--- config.mk ---
export PLATFORM = sky130hd
export DESIGN_NAME = pmofs_top
export DESIGN_NICKNAME = d
export VERILOG_FILES = /design/src/logic/pmofs_pkg.sv /design/src/logic/pmofs_cnt_if.sv /design/src/logic/pmofs_counter.sv /design/src/logic/pmofs_top.sv
export SDC_FILE = /design/constraint.sdc
export NUM_CORES = 1
export LEC_CHECK = 0
export BUFFER_PORTS_ARGS = -buffer_cell sky130_fd_sc_hd__buf_2
export CAP_MARGIN = 0
export CORE_MARGIN = 4
export CORE_UTILIZATION = 50
export DETAILED_ROUTE_END_ITERATION = 16
export MAX_ROUTING_LAYER = met4
export PLACE_DENSITY = 0.79
export SYNTH_ARGS = -nofsm -noshare
export SYNTH_HDL_FRONTEND = slang
export SYNTH_SLANG_ARGS = --single-unit
--- constraint.sdc ---
create_clock -name I_CLK_SYS -period 2.34 [get_ports I_CLK_SYS]
set_input_delay 0.234 -clock I_CLK_SYS [delete_from_list [all_inputs] [get_ports I_CLK_SYS]]
set_output_delay 0.234 -clock I_CLK_SYS [all_outputs]
set_load 0.02 [all_outputs]
--- src/logic/pmofs_pkg.sv ---
// Purpose: Shared constants for the overflow status and freeze block
// Assumes: Four 64-bit status words, freeze in bit 0 of word 0
// Notes: Counter and monitor counts are module parameters
//
// Summary of operation
// - Four 64-bit status words hold 252 overflow indication bits.
// - Counter pair i reports in word i/64, bit i%64, from i=4.
// - Overflow with irq enable, or monitor request: set bit, interrupt, freeze.
// - Overflow without irq enable sets its bit only; counting goes on.
// - Vector mask one blocks pending the interrupt; zero holds it pending.
// - Freeze flag sits at bit 0 of word 0.
// - Bits 3:0 of word 0 never carry overflows; bits 3:1 ignored.
// - While frozen, counters hold and overflow bits and monitors freeze.
// - Software writing zero to the freeze flag resumes counting.
// - Software may write one to the freeze flag to stop counting.
// - Overflow bits are sticky and set on every overflow.
// - Concurrent overflows set every matching bit.
// - Hardware only sets overflow and freeze bits, never clears them.
// - Bits of unimplemented counters read zero and ignore writes.
// - An event counts retired instructions, nops and predicated-off ones.
// - An event counts cycles in normal or low-power state.
// - Each event may be countable only on a reported counter subset.
// - A counter overflows on carry out of its top bit.
// - A counter runs only unfrozen, privilege admitted and monitor enabled.
package pmofs_pkg;
    localparam int unsigned NUM_WORDS = 4;
    localparam int unsigned WORD_W = 64;
    localparam int unsigned ALL_W = NUM_WORDS * WORD_W;
    localparam int unsigned WORD_SH = 6;
    localparam int unsigned STAT_IDX_W = 2;
    localparam int unsigned OVF_BITS = 252;
    localparam int unsigned FREEZE_BIT = 0;
    localparam int unsigned IGN_LSB = 1;
    localparam int unsigned IGN_MSB = 3;
    localparam int unsigned FIRST_GENERIC = 4;
    localparam int unsigned PLM_W = 4;
    localparam int unsigned CPL_W = 2;
    localparam int unsigned SEL_W = 2;
    localparam logic [ALL_W-1:0] STAT_RESET = '0;
    localparam logic [ALL_W-1:0] WORD_ONES =
        {{(ALL_W - WORD_W){1'b0}}, {WORD_W{1'b1}}};
    localparam logic [WORD_W-1:0] RDATA_RESET = '0;
    localparam logic PENDING_RESET = 1'b0;

    // Event select codes, Gray ordered
    typedef enum logic [SEL_W-1:0] {
        EVT_RETIRED = 2'h0,
        EVT_CYCLES = 2'h1,
        EVT_EXT = 2'h3,
        EVT_NONE = 2'h2
    } pmofs_evt_t;
endpackage : pmofs_pkg

--- src/logic/pmofs_cnt_if.sv ---
// Purpose: Carrier between the status logic and one generic counter
// Assumes: One instance per counter
// Notes: Overflow is a combinational pulse in the counting cycle
`timescale 1ns/10ps
interface pmofs_cnt_if #(
    parameter int unsigned W = 32
);
    logic run;
    logic evt;
    logic wr;
    logic [W-1:0] wdata;
    logic [W-1:0] value;
    logic ovf;
    modport ctl (output run, output evt, output wr, output wdata,
                 input value, input ovf);
    modport cnt (input run, input evt, input wr, input wdata,
                 output value, output ovf);
endinterface : pmofs_cnt_if

--- src/logic/pmofs_counter.sv ---
// Purpose: One generic event counter with carry-out overflow detect
// Assumes: Control side supplies run, selected event and load
// Notes: A software load in the same cycle as a count wins
`timescale 1ns/10ps
module pmofs_counter #(
    parameter int unsigned W = 32
) (
    // Clock and reset
    input wire logic i_clk,
    input wire logic i_rst_n,
    // Control side
    pmofs_cnt_if.cnt bus
);
    logic [W-1:0] count;
    logic [W:0] sum;
    logic bump;

    assign bump = bus.run & bus.evt;
    assign sum = {1'b0, count} + {{W{1'b0}}, 1'b1};
    assign bus.ovf = bump & sum[W] & ~bus.wr;
    assign bus.value = count;

    always_ff @(posedge i_clk or negedge i_rst_n) begin
        if (!i_rst_n) begin
            count <= '0;
        end else if (bus.wr) begin
            count <= bus.wdata;
        end else if (bump) begin
            count <= sum[W-1:0];
        end
    end
endmodule : pmofs_counter

--- src/logic/pmofs_top.sv ---
// Purpose: Overflow status words, freeze control and overflow interrupt
// Assumes: Register strobes come from the move-to/from config path
// Notes: Read data appears one cycle after the read strobe
`timescale 1ns/10ps
module pmofs_top #(
    parameter int unsigned NUM_CNT = 4,
    parameter int unsigned CNT_W = 32,
    parameter int unsigned NUM_MSM = 4,
    parameter int unsigned MSM_BASE = 128,
    parameter logic [NUM_CNT-1:0] RETIRED_SUPPORT = '1,
    parameter logic [NUM_CNT-1:0] CYCLES_SUPPORT = '1,
    parameter logic [NUM_CNT-1:0] EXT_SUPPORT = '1,
    localparam int unsigned CIDX_W = (NUM_CNT > 1) ? $clog2(NUM_CNT) : 1
) (
    // Clock and reset
    input wire logic I_CLK_SYS,
    input wire logic I_RST_N,
    // Status word access
    input wire logic I_REG_WR,
    input wire logic I_REG_RD,
    input wire logic [pmofs_pkg::STAT_IDX_W-1:0] I_REG_IDX,
    input wire logic [pmofs_pkg::WORD_W-1:0] I_REG_WDATA,
    output logic [pmofs_pkg::WORD_W-1:0] O_REG_RDATA,
    // Counter data access
    input wire logic I_CNT_WR,
    input wire logic [CIDX_W-1:0] I_CNT_IDX,
    input wire logic [CNT_W-1:0] I_CNT_WDATA,
    output logic [NUM_CNT*CNT_W-1:0] O_CNT_VALUE,
    // Counter configuration
    input wire logic [NUM_CNT-1:0] I_OVERFLOW_IRQ_ENABLE,
    input wire logic [NUM_CNT-1:0] I_PRIVILEGED_MONITOR_SELECT,
    input wire logic [NUM_CNT*pmofs_pkg::PLM_W-1:0] I_CNT_PLM,
    input wire logic [NUM_CNT*pmofs_pkg::SEL_W-1:0] I_CNT_SEL,
    // Processor status
    input wire logic I_USER_MONITOR_ENABLE,
    input wire logic I_PRIVILEGED_MONITOR_ENABLE,
    input wire logic [pmofs_pkg::CPL_W-1:0] I_CPL,
    input wire logic I_OVERFLOW_VECTOR_MASK,
    // Events
    input wire logic I_INSN_RETIRED,
    input wire logic I_CYCLE_COUNTABLE,
    input wire logic I_EXT_EVENT,
    // Model-specific monitors
    input wire logic [NUM_MSM-1:0] I_MSM_IRQ_REQ,
    output logic O_MONITOR_FROZEN,
    // Interrupt path
    input wire logic I_PMI_ACK,
    output logic O_PMI_RAISE,
    output logic O_PMI_PENDING,
    // Event capability query
    output logic [3*NUM_CNT-1:0] O_EVENT_SUPPORT
);
    localparam int unsigned ALL_W = pmofs_pkg::ALL_W;
    localparam int unsigned WORD_W = pmofs_pkg::WORD_W;
    localparam int unsigned FIRST = pmofs_pkg::FIRST_GENERIC;
    localparam int unsigned PLM_W = pmofs_pkg::PLM_W;
    localparam int unsigned SEL_W = pmofs_pkg::SEL_W;

    // Bits that exist: freeze flag, counters, model-specific monitors
    function automatic logic [ALL_W-1:0] impl_mask();
        logic [ALL_W-1:0] m;
        m = '0;
        m[pmofs_pkg::FREEZE_BIT] = 1'b1;
        for (int i = 0; i < NUM_CNT; i++) begin
            m[FIRST + i] = 1'b1;
        end
        for (int i = 0; i < NUM_MSM; i++) begin
            m[MSM_BASE + i] = 1'b1;
        end
        return m;
    endfunction : impl_mask

    localparam logic [ALL_W-1:0] impl_bits = impl_mask();

    // Privilege mask and user or privileged monitor enable
    function automatic logic mon_enable(
        input logic [PLM_W-1:0] plm,
        input logic [pmofs_pkg::CPL_W-1:0] cpl,
        input logic psel,
        input logic uen,
        input logic pen
    );
        return plm[cpl] & (psel ? pen : uen);
    endfunction : mon_enable

    // Selected event, gated by the counter's support bits
    function automatic logic evt_pick(
        input pmofs_pkg::pmofs_evt_t sel,
        input logic retired,
        input logic cycles,
        input logic ext
    );
        logic e;
        e = 1'b0;
        unique case (sel)
            pmofs_pkg::EVT_RETIRED: e = retired;
            pmofs_pkg::EVT_CYCLES: e = cycles;
            pmofs_pkg::EVT_EXT: e = ext;
            pmofs_pkg::EVT_NONE: e = 1'b0;
        endcase
        return e;
    endfunction : evt_pick

    logic [ALL_W-1:0] stat;
    logic [ALL_W-1:0] next_stat;
    logic [ALL_W-1:0] set_vec;
    logic [ALL_W-1:0] wr_sel;
    logic [ALL_W-1:0] wr_data;
    logic [pmofs_pkg::STAT_IDX_W+pmofs_pkg::WORD_SH-1:0] word_base;
    logic [WORD_W-1:0] rd_word;
    logic freeze_flag;
    logic freeze_set;
    logic [NUM_CNT-1:0] run;
    logic [NUM_CNT-1:0] cnt_evt;
    logic [NUM_CNT-1:0] ovf;
    logic [NUM_CNT-1:0] irq_ovf;
    logic [NUM_MSM-1:0] msm_req;
    logic pending;
    logic next_pending;
    logic pmi_raise;

    assign freeze_flag = stat[pmofs_pkg::FREEZE_BIT];
    assign O_MONITOR_FROZEN = freeze_flag;
    assign O_EVENT_SUPPORT = {EXT_SUPPORT, CYCLES_SUPPORT,
                              RETIRED_SUPPORT};

    // Counters
    for (genvar g = 0; g < NUM_CNT; g++) begin : g_cnt
        pmofs_cnt_if #(.W(CNT_W)) cif ();
        pmofs_counter #(.W(CNT_W)) u_cnt (
            .i_clk(I_CLK_SYS),
            .i_rst_n(I_RST_N),
            .bus(cif.cnt)
        );
        assign run[g] = ~freeze_flag & mon_enable(
            I_CNT_PLM[g*PLM_W +: PLM_W], I_CPL,
            I_PRIVILEGED_MONITOR_SELECT[g],
            I_USER_MONITOR_ENABLE,
            I_PRIVILEGED_MONITOR_ENABLE);
        assign cnt_evt[g] = evt_pick(
            pmofs_pkg::pmofs_evt_t'(I_CNT_SEL[g*SEL_W +: SEL_W]),
            I_INSN_RETIRED & RETIRED_SUPPORT[g],
            I_CYCLE_COUNTABLE & CYCLES_SUPPORT[g],
            I_EXT_EVENT & EXT_SUPPORT[g]);
        assign cif.run = run[g];
        assign cif.evt = cnt_evt[g];
        assign cif.wr = I_CNT_WR & (I_CNT_IDX == CIDX_W'(g));
        assign cif.wdata = I_CNT_WDATA;
        assign ovf[g] = cif.ovf;
        assign O_CNT_VALUE[g*CNT_W +: CNT_W] = cif.value;
    end

    // Interrupting events
    assign irq_ovf = ovf & I_OVERFLOW_IRQ_ENABLE;
    assign msm_req = I_MSM_IRQ_REQ & {NUM_MSM{~freeze_flag}};
    assign freeze_set = (|irq_ovf) | (|msm_req);

    // Hardware set vector: every overflow, plus freeze on interrupt
    always_comb begin
        set_vec = '0;
        for (int i = 0; i < NUM_CNT; i++) begin
            set_vec[FIRST + i] = ovf[i];
        end
        for (int i = 0; i < NUM_MSM; i++) begin
            set_vec[MSM_BASE + i] = msm_req[i];
        end
        set_vec[pmofs_pkg::FREEZE_BIT] = freeze_set;
    end

    // Software write window onto one word
    assign word_base = {I_REG_IDX, {pmofs_pkg::WORD_SH{1'b0}}};
    assign wr_sel = I_REG_WR ? (pmofs_pkg::WORD_ONES << word_base) : '0;
    assign wr_data = {pmofs_pkg::NUM_WORDS{I_REG_WDATA}};
    // Unimplemented and ignored bits never store; sets win over the write
    assign next_stat = (((stat & ~wr_sel) | (wr_data & wr_sel))
                        & impl_bits) | set_vec;
    assign rd_word = stat[word_base +: WORD_W];

    // Interrupt pending: mask blocks pending, a new request wins over ack
    assign next_pending = (freeze_set & ~I_OVERFLOW_VECTOR_MASK)
                          | (pending & ~I_PMI_ACK);

    always_ff @(posedge I_CLK_SYS or negedge I_RST_N) begin
        if (!I_RST_N) begin
            stat <= pmofs_pkg::STAT_RESET;
        end else begin
            stat <= next_stat;
        end
    end

    always_ff @(posedge I_CLK_SYS or negedge I_RST_N) begin
        if (!I_RST_N) begin
            pending <= pmofs_pkg::PENDING_RESET;
            pmi_raise <= 1'b0;
        end else begin
            pending <= next_pending;
            pmi_raise <= freeze_set;
        end
    end

    always_ff @(posedge I_CLK_SYS or negedge I_RST_N) begin
        if (!I_RST_N) begin
            O_REG_RDATA <= pmofs_pkg::RDATA_RESET;
        end else if (I_REG_RD) begin
            O_REG_RDATA <= rd_word;
        end
    end

    assign O_PMI_RAISE = pmi_raise;
    assign O_PMI_PENDING = pending;
endmodule : pmofs_top

## Word-level counts from Yosys, hierarchy flattened

Cells that the tools add are included.

| cells by class | value |
|---|---|
| reductions and logical operators | 11 |
| $mul | 0 |
| $add $sub $neg | 4 |
| shift operators | 2 |
| mux-type cells | 25 |
| div/mod/pow operators | 0 |
| bitwise logic cells | 42 |
| $lt $le $gt $ge | 1 |
| equal/unequal tests | 15 |

Operator list:

| kind | count |
|---|---|
| $and 132x132->132 | 2 |
| $or 132x132->132 | 2 |
| $mux 32 | 8 |
| $shiftx 256x9->64 | 1 |
| $add 32x1->33 const B | 4 |
| $mux 132 | 1 |
| $not 132->132 | 1 |
| $shl 64x8->132 const A | 1 |
| $and 1x1->1 | 26 |
| $eq 2x2->1 const B | 10 |
| $pmux 1 s4 | 4 |
| $eq 2x1->1 const B | 5 |
| $logic_not 2->1 | 5 |
| $and 4x4->4 | 2 |
| $bmux 1 s2 | 4 |
| $mux 1 | 8 |
| $reduce_bool 2->1 | 4 |
| $reduce_or 4->1 | 2 |
| $not 1->1 | 7 |
| $lt 2x3->1 const B | 1 |
| $or 1x1->1 | 2 |

| storage, ports and cells | value |
|---|---|
| bits in writable memories | 0 |
| word-level logic and storage cells | 108 |
| latch bits | 0 |
| register bits | 326 |
| memories | 0 |
| bits in read-only memories | 0 |

## Logic depth before layout (Yosys ltp)

Gate-level depths: netlist of the first run.

| depth | value |
|---|---|
| depth after elaboration | 12 |
| depth in mapped cells | 8 |

## By module

Synthesis of the first run repeated with hierarchy kept, for this count alone.

| second synthesis, totals | value |
|---|---|
| cells, all modules | 1,050 |
| area, all modules | 9,141.3 um^2 |

Modules (own cells, without submodules):

| module | sequential area each (um^2) | cells an instance | area each (um^2) | times used |
|---|---|---|---|---|
| pmofs_counter | 800.8 | 218 | 1,880.6 | 4 |
| pmofs_top | 475.5 | 178 | 1,619.1 | 1 |

## Worst setup path after synthesis of the first run

Ideal clock, no wire load.

| timing path | value |
|---|---|
| path kind | register to register |
| from | register g_cnt[2].u_cnt.count[24] |
| to | register pending, in the netlist O_PMI_PENDING |
| data arrival time | 2.017 ns |
| cell stages (with the launch flop) | 7 |
| buffers on the path | 0 |
| path slack | 0.244 ns |
| cell sequence | dfrtp_1 nand4_2 or4b_1 or3_1 o32ai_2 nor4_2 o22ai_2 |

| on the way | value |
|---|---|
| word-level cells in the longest chain between the ends | 8 |

RTL lines:

| item | line | source |
|---|---|---|
| from (decl) | pmofs_counter.sv:14 | `logic [W-1:0] count;` |
| from (signal assigned) | pmofs_counter.sv:27 | `count <= bus.wdata;` |
| from (signal assigned) | pmofs_counter.sv:29 | `count <= sum[W-1:0];` |
| $add 32x1->33 | pmofs_counter.sv:19 | `assign sum = {1'b0, count} + {{W{1'b0}}, 1'b1};` |
| $and 1x1->1 (2 in series) | pmofs_counter.sv:20 | `assign bus.ovf = bump & sum[W] & ~bus.wr;` |
| $and 4x4->4 | pmofs_top.sv:154 | `assign irq_ovf = ovf & I_OVERFLOW_IRQ_ENABLE;` |
| $reduce_or 4->1 | pmofs_top.sv:156 | `assign freeze_set = (\|irq_ovf) \| (\|msm_req);` |
| $or 1x1->1 | pmofs_top.sv:156 |  |
| $and 1x1->1 | pmofs_top.sv:180 | `assign next_pending = (freeze_set & ~I_OVERFLOW_VECTOR_MASK)` |
| $or 1x1->1 | pmofs_top.sv:181 | `\| (pending & ~I_PMI_ACK);` |
| net next_pending | pmofs_top.sv:119 | `logic next_pending;` |
| to (signal assigned) | pmofs_top.sv:193 | `pending <= pmofs_pkg::PENDING_RESET;` |
| to (signal assigned) | pmofs_top.sv:196 | `pending <= next_pending;` |
| to (decl) | pmofs_top.sv:118 | `logic pending;` |

The timed path passes the listed nets, and every way through them passes these cells.
A chain may end at the register's enable or synchronous reset.

## Worst setup path after layout of the first run

Same ends and word-level chain as after synthesis.

==> run summary, run 1 <==
Antenna Nets Post-Route: 0
Arrival @ worst endpoint: 2.54 ns
CORE AREA: 0.0174 sq mm
status: completed
Die Width: 142 microns
Gate Count Post-Synth: 1,024
syn avg cell area: 8.73 sq um
main flop type after synthesis: dfrtp_1
crit start category: flip-flop
Max Cap Viol: 0
clock skew: 0.00935 ns
slowest stage delay, CP: 0.60 ns
GRT Residual Overflow: 0
RSZ-0062 raised after global routing: false
clock transition at the registers of the reported paths: 0.06 ns
post-synthesis sequential area ratio: 0.412
Hold Path Class: in2reg
switching pwr: 3.24 mW
hpwl dp: 20,700 microns
Gate power share: 0.280
first-pass GRT wire length: 42,000 microns
crit path capture type: flip-flop
layout cell share with drive strength beyond 1: 0.257
Net Sw Frac: 0.373
Area growth, synth to finish: 21.3%
P per Cell Area: 802 mW/mm^2
CTS Buf Count: 17
fmax: 0.457 GHz
num ports: 357
most frequent cells in the layout: buf_2 (231), dfrtp_1 (147), nand2_1 (143)
clock power share: 0.307
Final WS setup: 0.151 ns
Total GRT Usage: 0.273
Warnings, synthesis: 0
largest net degree at the start of global routing: 91
Hold Fails Final Rpt: 0
critical path class: reg2reg
sinks on the clock net: 147
total wire length: 27,200 microns
Max clock buf depth: 2
fillers: 1,464
EDFF count, synth: 0
clock root buffer: clkbuf_16
Syn Std Cell Area: 0.00894 sq mm
async set or reset register ratio after synthesis: 1.00
Place WS: 0.144 ns
final period utilization: 0.935
worst vdd ir: 0.000527 V
Slew @ Worst Pin: 0.596 ns
Clk Latency, worst-skew pair: 0.43 ns
Final setup viols: 0
routed len/inst: 18.1 microns
CP required: 2.69 ns
1st-iter DRT viols: 563
count of cell types in the netlist: 56
CTS tree: done
initial core utilization: 0.513
crit path time final: 2.19 ns
via count: 8,192
Total Die Area: 0.0201 sq mm
Max Fanout on Critical Path: 6
H-Tree Depth: 4
die height: 142 microns
First-pass DRT Iterations: 5
vias in the first global route: 7,975
FP Rows: 48
gpl congestion: 0.893
initial antenna violation count: 1
crit-path cells: nand4_2, or4b_1, or3_1, o32ai_2, nor4_2, o22ai_2
Slowest cell on crit path: or4b_1
Final nets: 1,425
Slew HR: 0.603
setup TNS: 0 ns
synthesis-stage register bit count: 147
Buf/Inv on CP: 0
Int Pwr: 5.44 mW
Reg power frac: 0.413
Remaining DRCs: 0
IO buf count: 232
CP top delay family: simple AND/OR/NAND/NOR gates
most common cell after layout, fill and taps aside: buf_2
Leakage: 4.75 nW
max-slew violation count: 0
drt via density: 5.43
[worst register-to-register path, stage by stage (launching register included)]
cell and delay (ns):
dfrtp_1 0.45, nand4_2 0.19, or4b_1 0.61, or3_1 0.39, o32ai_2 0.22, nor4_2 0.11, o22ai_2 0.14
[cells by family after synthesis]
family	count (synthesis)	share of synthesized area
compound gates	152	0.0904
simple gates	426	0.243
other cells	2	0.000840
mux	26	0.0361
buf+inv	143	0.0906
flops	147	0.412
xor+xnor	124	0.122
fa+ha+maj	4	0.00560
[state kept, by name, indices dropped and copies added (netlist names)]
signal	cells
g_cnt.u_cnt.bus.value	128
O_REG_RDATA	8
O_PMI_PENDING	1
stat	9
O_PMI_RAISE	1
[power groups by stage]
stage          registers, mW  clock network (mW)  logic, mW
2_1_floorplan           4.04                   0       1.04
3_3_place_gp            3.58                   0       2.36
3_5_place_dp            3.60                   0       2.41
4_1_cts                 3.57                2.68       2.44
5_1_grt                 3.66                2.80       2.64
6_report                3.59                2.67       2.43
[repair_timing]
item	4_1_cts	5_1_grt
resized for setup	0	0
buffers inserted	0	0
hold buffers	2	1
endpoints found under the hold margin	148	1
[cell usage after synthesis, types with 3 or more instances]
cell	number	area share
nor4_1	14	0.0098
nand3_2	3	0.0034
nor3_2	3	0.0034
and3_1	13	0.0091
dfrtp_1	147	0.41
nand4_2	5	0.0070
xnor2_1	90	0.088
nand4_1	32	0.022
mux2_2	4	0.0050
or3_1	4	0.0028
a21oi_1	32	0.018
nand2_1	143	0.060
xor2_1	34	0.033
mux2i_1	18	0.020
o21ai_1	8	0.0045
nor3_1	45	0.025
o21ai_0	101	0.057
or2_2	3	0.0021
ha_1	4	0.0056
o22ai_1	3	0.0021
inv_1	38	0.016
buf_4	69	0.058
clkbuf_1	30	0.013
nor2_1	73	0.031
buf_2	5	0.0028
nand3_1	53	0.030
and4_1	10	0.0098
and2_1	4	0.0028
[path summary, 6_finish.rpt]
kind,from,to,slack (ns),cells after the start
setup / recovery,g_cnt[2].u_cnt.bus.value[24],O_PMI_PENDING,0.15,6
hold / removal,I_REG_WDATA[1],stat[129],0.03,3
setup reg to reg,g_cnt[2].u_cnt.bus.value[24],O_PMI_PENDING,0.15,6
hold reg to reg,stat[129],stat[129],0.51,2
max in group asynchronous,I_RST_N,g_cnt[0].u_cnt.bus.value[23],1.49,3
min in group asynchronous,I_RST_N,O_PMI_PENDING,0.38,3
[routing by layer]
| layer | up-vias | share of wire | global-route usage |
|---|---|---|---|
| li1 | 3871 | - | - |
| met1 | 3912 | 0.42 | 0.349 |
| met2 | 360 | 0.48 | 0.433 |
| met3 | 49 | 0.079 | 0.0586 |
| met4 | 0 | 0.025 | 0.0955 |
| met5 | - | 0 | - |
[area by class of cell]
class	count	area, sq um	area share
Antenna cell	1	2.50	0.000231
Inverter	38	143	0.0132
Multi-Input combinational cell	800	4700	0.434
Tap cell	225	282	0.0260
Sequential cell	147	3680	0.339
Clock buffer	18	429	0.0396
Timing Repair Buffer	267	1460	0.135
Clock inverter	13	136	0.0126
[per-stage QoR]
stage / total power, mW / std cells / hold slack, ns / instance area, sq um / util
after floorplan: 5.09 / 1090 / -0.0616 / 9190 / -
after global placement: 5.94 / 1474 / 0.243 / 10200 / 0.588
after detailed placement: 6.02 / 1474 / 0.240 / 10200 / 0.588
after CTS: 8.69 / 1507 / 0.00122 / 10800 / 0.622
after global routing: 9.11 / 1509 / 0.0540 / 10800 / 0.622
final: 8.69 / 1509 / 0.0333 / 10800 / 0.622
Note: power is estimated with default switching activity, not from simulation.
==> inputs of run 2 (changes only) <==
- CORE_MARGIN: 4 -> 5
- SKIP_CTS_REPAIR_TIMING: not set -> 1
==> run 2 against run 1 <==
  * Core utilization is 0.27 points higher
  * Register-to-register slack hardly changed
  * Design area is 0.44% higher
  * Global-route usage is 0.47 points lower
  * Critical endpoint unchanged
==> run summary, run 2 (synthesized netlist as in run 1, its figures left out) <==
Slew @ Worst Pin: 0.733 ns (+0.138 ns)
CTS Buf Count: 17 (unchanged)
total wire length: 27,100 microns (-0.52%)
worst vdd ir: 0.000526 V (-0.16%)
Antenna Nets Post-Route: 0 (unchanged)
vias in the first global route: 7,910 (-0.82%)
initial core utilization: 0.513 (unchanged)
gpl congestion: 0.885 (-0.88%)
max-slew violation count: 0 (unchanged)
Max clock buf depth: 2 (unchanged)
Total GRT Usage: 0.269 (-0.00474)
initial antenna violation count: 1 (unchanged)
clock power share: 0.322 (+0.015)
Worst Hold End: stat[129]
Reg power frac: 0.404 (-0.009)
crit-path cells: nand4_2, or4b_1, or3_1, o32ai_2, nor4_2, o22ai_2
FP Rows: 48 (unchanged)
Slowest cell on crit path: or4b_1
placed instance area: 0.0102 sq mm (about the same)
clock root buffer: clkbuf_16
hpwl dp: 20,900 microns (+1.1%)
Arrival @ worst endpoint: 2.52 ns (-0.02 ns)
Max Cap Viol: 0 (unchanged)
crit path time final: 2.18 ns (-0.0127 ns)
Leakage: 4.78 nW (+0.63%)
first-pass GRT wire length: 41,800 microns (-0.52%)
switching pwr: 3.18 mW (-2.0%)
Max Fanout on Critical Path: 5 (-1)
CP required: 2.69 ns (about the same)
clock transition at the registers of the reported paths: 0.06 ns (about the same)
Gate power share: 0.274 (-0.006)
max reg flops: 128 (unchanged)
num ports: 357 (unchanged)
die height: 144 microns (+1.4%)
layout cell share with drive strength beyond 1: 0.257 (unchanged)
R2R Path End: O_PMI_PENDING
First-pass DRT Iterations: 7 (+2)
Final nets: 1,424 (-0.070%)
Area growth, synth to finish: 21.8%
setup TNS: 0 ns (unchanged)
Reg2Reg Launch Point: g_cnt[2].u_cnt.bus.value[25]
overall power: 8.85 mW (+1.8%)
fin util: 0.625 (+0.00273)
Remaining DRCs: 0 (unchanged)
Total Die Area: 0.0206 sq mm (+2.8%)
1st-iter DRT viols: 562 (-0.18%)
critical path class: reg2reg
via count: 8,135 (-0.70%)
Worst R2R Setup Slack: 0.16 ns (about the same)
Final Cell Area: 0.0109 sq mm (+0.44%)
Net Sw Frac: 0.359 (-0.0139)
Final WS setup: 0.164 ns (+0.0127 ns)
Clk Latency, worst-skew pair: 0.43 ns (about the same)
fmax: 0.459 GHz (+0.58%)
Place WS: 0.136 ns (-0.00883 ns)
Slew HR: 0.506 (-0.0970)
Hold Path Origin: I_REG_WDATA[1]
most frequent cells in the layout: buf_2 (231), dfrtp_1 (147), nand2_1 (143)
most common cell after layout, fill and taps aside: buf_2
IO buf count: 232 (unchanged)
slowest stage delay, CP: 0.61 ns (about the same)
sinks on the clock net: 147 (unchanged)
P per Cell Area: 813 mW/mm^2 (+1.4%)
r2r worst-path depth: 6 (unchanged)
largest net degree at the start of global routing: 66 (-27%)
CORE AREA: 0.0174 sq mm (unchanged)
crit start category: flip-flop
CTS tree: done
status: completed
hold-critical path depth: 3 (unchanged)
Die Width: 144 microns (+1.4%)
crit path capture type: flip-flop
Hold Path Class: in2reg
clock skew: 0.0129 ns (+0.00350 ns)
RSZ-0062 raised after global routing: false
Int Pwr: 5.67 mW (+4.1%)
routed len/inst: 18.0 microns (-0.52%)
GRT Residual Overflow: 0 (unchanged)
final period utilization: 0.930 (-0.00541)
drt via density: 5.39 (-0.70%)
Hold Fails Final Rpt: 0 (unchanged)
H-Tree Depth: 4 (unchanged)
Final setup viols: 0 (unchanged)
==> run 2: power groups by stage <==
stage,combinational (mW),clock (mW),sequential (mW)
floorplan,1.04,0,4.04
global placement,2.37,0,3.57
finish,2.42,2.85,3.58
global route,2.64,2.99,3.65
detailed placement,2.42,0,3.60
CTS,2.43,2.87,3.56
==> run 2: critical path: cells and delay by family, from the launching register on <==
kind / cells / cell delay [ns]
compound gates: 2 / 0.35
flops: 1 / 0.44
simple gates: 4 / 1.30
==> run 2: worst max path at each step <==
stage	end	slack, ns	startpoint	depth (start not counted)
final	O_PMI_PENDING	0.16	g_cnt[2].u_cnt.bus.value[25]	6
after global routing	stat[4]	0.003	g_cnt[0].u_cnt.bus.value[13]	6
after CTS	O_PMI_PENDING	0.16	g_cnt[2].u_cnt.bus.value[25]	6
after detailed placement	stat[0]	0.14	I_CPL[0]	7
after global placement	O_PMI_PENDING	0.22	I_CPL[0]	7
after floorplan	O_PMI_PENDING	0.24	g_cnt[2].u_cnt.bus.value[24]	6
==> run 2: per-layer routing <==
metal,wire [microns],track usage,up-vias,part of all wire
met2,13000,0.423,324,0.48
met4,864,0.109,0,0.032
met1,11100,0.339,3872,0.41
li1,-,-,3878,-
met3,2210,0.0572,61,0.081
met5,0,-,-,0
==> run 2: layout make-up <==
cell class / count / area (sq um)
antenna: 1 / 2.50
clock buffer: 23 / 488
clock inverter: 9 / 126
fill: 1503 / 6530
inverter: 38 / 143
multi-input combinational: 800 / 4710
sequential: 147 / 3680
tap: 225 / 282
timing repair buffer: 266 / 1460
==> run 2: per-stage QoR <==
step,hold WS [ns],std cells
finish,0.0392,1509
global route,0.0468,1509
CTS,-0.255,1505
detailed placement,0.195,1473
global placement,0.193,1473
floorplan,-0.0616,1090
==> inputs of run 3 (changes only) <==
==> constraint.sdc (replaced) <==
create_clock -name I_CLK_SYS -period 2.34 [get_ports I_CLK_SYS]
set_input_delay 0.117 -clock I_CLK_SYS [delete_from_list [all_inputs] [get_ports I_CLK_SYS]]
set_output_delay 0.117 -clock I_CLK_SYS [all_outputs]
set_load 0.02 [all_outputs]
==> run 3 against run 2 <==
  * The flow now finishes with violations (negative hold slack)
  * Via count is 0.80% higher
  * Power up 3.2%
  * Sequential power about the same
  * Routed wire length grew 1.3%
  * Sequential share of layout area down 0.45 points
  * Critical endpoint unchanged
  * Register-to-register slack worse by 0.05 ns
  * Clock skew shrank 0.0064 ns
  * Design area rose by 1.3%
  * Largest power group unchanged
  * Core utilization up 0.84 points
==> run summary, run 3 (synthesized netlist as in run 1, its figures left out) <==
status: finished with violations
failing checks: negative hold slack
final period utilization: 0.951 (+0.0211)
Slew @ Worst Pin: 0.789 ns (+0.0557 ns)
largest net degree at the start of global routing: 66 (unchanged)
num ports: 357 (unchanged)
Final WS setup: 0.114 ns (-0.0493 ns)
Antenna Nets Post-Route: 0 (unchanged)
clock skew: 0.00648 ns (-0.00638 ns)
switching pwr: 3.20 mW (+0.62%)
H-Tree Depth: 4 (unchanged)
1st-iter DRT viols: 549 (-2.3%)
First-pass DRT Iterations: 5 (-2)
most frequent cells in the layout: buf_2 (231), dfrtp_1 (147), nand2_1 (143)
Place WS: 0.201 ns (+0.0654 ns)
crit-path cells: nand4_1, nor3_1, nand4_1, nor4_1, nor4_2, o22ai_2
Max clock buf depth: 2 (unchanged)
vias in the first global route: 7,840 (-0.88%)
CP top delay family: simple AND/OR/NAND/NOR gates
die height: 144 microns (unchanged)
initial antenna violation count: 1 (unchanged)
worst vdd ir: 0.000571 V (+8.4%)
crit start category: flip-flop
CORE AREA: 0.0174 sq mm (unchanged)
clock power share: 0.340 (+0.018)
Max Fanout on Critical Path: 5 (unchanged)
max reg flops: 128 (unchanged)
Leakage: 4.83 nW (+1.1%)
crit path capture type: flip-flop
CTS tree: done
Total Die Area: 0.0206 sq mm (unchanged)
Area growth, synth to finish: 23.4%
drt via density: 5.40 (+0.14%)
Remaining DRCs: 0 (unchanged)
critical path class: reg2reg
layout cell share with drive strength beyond 1: 0.252 (-0.00508)
Net Sw Frac: 0.350 (-0.00910)
fmax: 0.449 GHz (-2.2%)
GRT Residual Overflow: 0 (unchanged)
routed len/inst: 18.1 microns (+0.61%)
via count: 8,200 (+0.80%)
CTS Buf Count: 17 (unchanged)
Hold Fails Final Rpt: 6 (+6)
gpl congestion: 0.908 (+2.6%)
clock transition at the registers of the reported paths: 0.06 ns (about the same)
hpwl dp: 21,000 microns (+0.32%)
Slowest cell on crit path: nor4_1
clock root buffer: clkbuf_16
Int Pwr: 5.93 mW (+4.7%)
fin util: 0.633 (+0.00840)
CP required: 2.69 ns (about the same)
total wire length: 27,400 microns (+1.3%)
Final setup viols: 0 (unchanged)
P per Cell Area: 828 mW/mm^2 (+1.9%)
overall power: 9.13 mW (+3.2%)
Max Cap Viol: 0 (unchanged)
Clk Latency, worst-skew pair: 0.43 ns (about the same)
first-pass GRT wire length: 41,800 microns (about the same)
sinks on the clock net: 147 (unchanged)
Buf/Inv on CP: 0 (unchanged)
RSZ-0062 raised after global routing: true
Hold Path Class: in2reg
Arrival @ worst endpoint: 2.58 ns (+0.06 ns)
initial core utilization: 0.513 (unchanged)
IO buf count: 232 (unchanged)
Hold Slack: -0.0353 ns (-0.0746 ns)
Slew HR: 0.468 (-0.0375)
Gate power share: 0.268 (-0.006)
Reg power frac: 0.392 (-0.012)
slowest stage delay, CP: 0.64 ns (+0.03 ns)
Die Width: 144 microns (unchanged)
most common cell after layout, fill and taps aside: buf_2
max-slew violation count: 0 (unchanged)
FP Rows: 48 (unchanged)
Total GRT Usage: 0.268 (about the same)
crit path time final: 2.23 ns (+0.0493 ns)
most used cell, CP: nand4_1
Final nets: 1,434 (+0.70%)
## run 3: cell count changes in the layout (fill, tap and decap cells not counted)
cell | before | now
dlygate4sd3_1 | 3 | 16
clkinv_2 | 4 | 1
buf_4 | 29 | 27
bufinv_16 | 3 | 5
buf_12 | 2 | 1
clkbuf_8 | 4 | 5
clkinv_4 | 1 | 0
clkinvlp_4 | 1 | 2
nor4_1 | 13 | 14
nor4_2 | 3 | 2
## run 3: path summary, 6_finish.rpt
kind | startpoint | to | cells past startpoint | slack (ns)
max | g_cnt[0].u_cnt.bus.value[14] | O_PMI_PENDING | 6 | 0.11
min | I_MSM_IRQ_REQ[3] | stat[131] | 3 | -0.04
max reg2reg | g_cnt[0].u_cnt.bus.value[14] | O_PMI_PENDING | 6 | 0.11
min reg2reg | stat[5] | O_REG_RDATA[5] | 2 | 0.50
max in group asynchronous | I_RST_N | stat[5] | 3 | 1.30
min in group asynchronous | I_RST_N | g_cnt[2].u_cnt.bus.value[6] | 2 | 0.19
## run 3: through the flow
step | instances | setup TNS, ns | cell area, sq um
5_1_grt | 1519 | -0.0243 | 11000
3_5_place_dp | 1470 | 0 | 10200
6_report | 1519 | 0 | 11000
4_1_cts | 1502 | 0 | 10900
3_3_place_gp | 1470 | 0 | 10200
2_1_floorplan | 1090 | 0 | 9190
## run 3: worst reg2reg max path: cells and delay by family (launching register included)
kind | cells | cell delay (ns)
DFF | 1 | 0.46
AOI/OAI and AO/OA | 1 | 0.14
and+or+nand+nor | 5 | 1.55
## run 3: area by class of cell
class / count / area (sq um)
timing repair buffer: 276 / 1550
tap: 225 / 282
sequential: 147 / 3680
antenna: 1 / 2.50
multi-input combinational: 800 / 4700
clock buffer: 24 / 502
clock inverter: 8 / 170
inverter: 38 / 143
fill: 1435 / 6380
## run 3: per-layer routing
metal	routed length, microns	track usage	up-vias
met1	11200	0.346	3888
met2	13300	0.423	364
met3	2310	0.0562	51
li1	-	-	3897
met5	0	-	-
met4	709	0.0942	0
## run 3: power groups by stage
stage / logic [mW] / clock network [mW] / registers [mW]
after floorplan: 1.04 / 0 / 4.04
after global placement: 2.36 / 0 / 3.57
after detailed placement: 2.41 / 0 / 3.60
after CTS: 2.43 / 3.13 / 3.57
after global routing: 2.66 / 3.23 / 3.66
final: 2.45 / 3.11 / 3.58
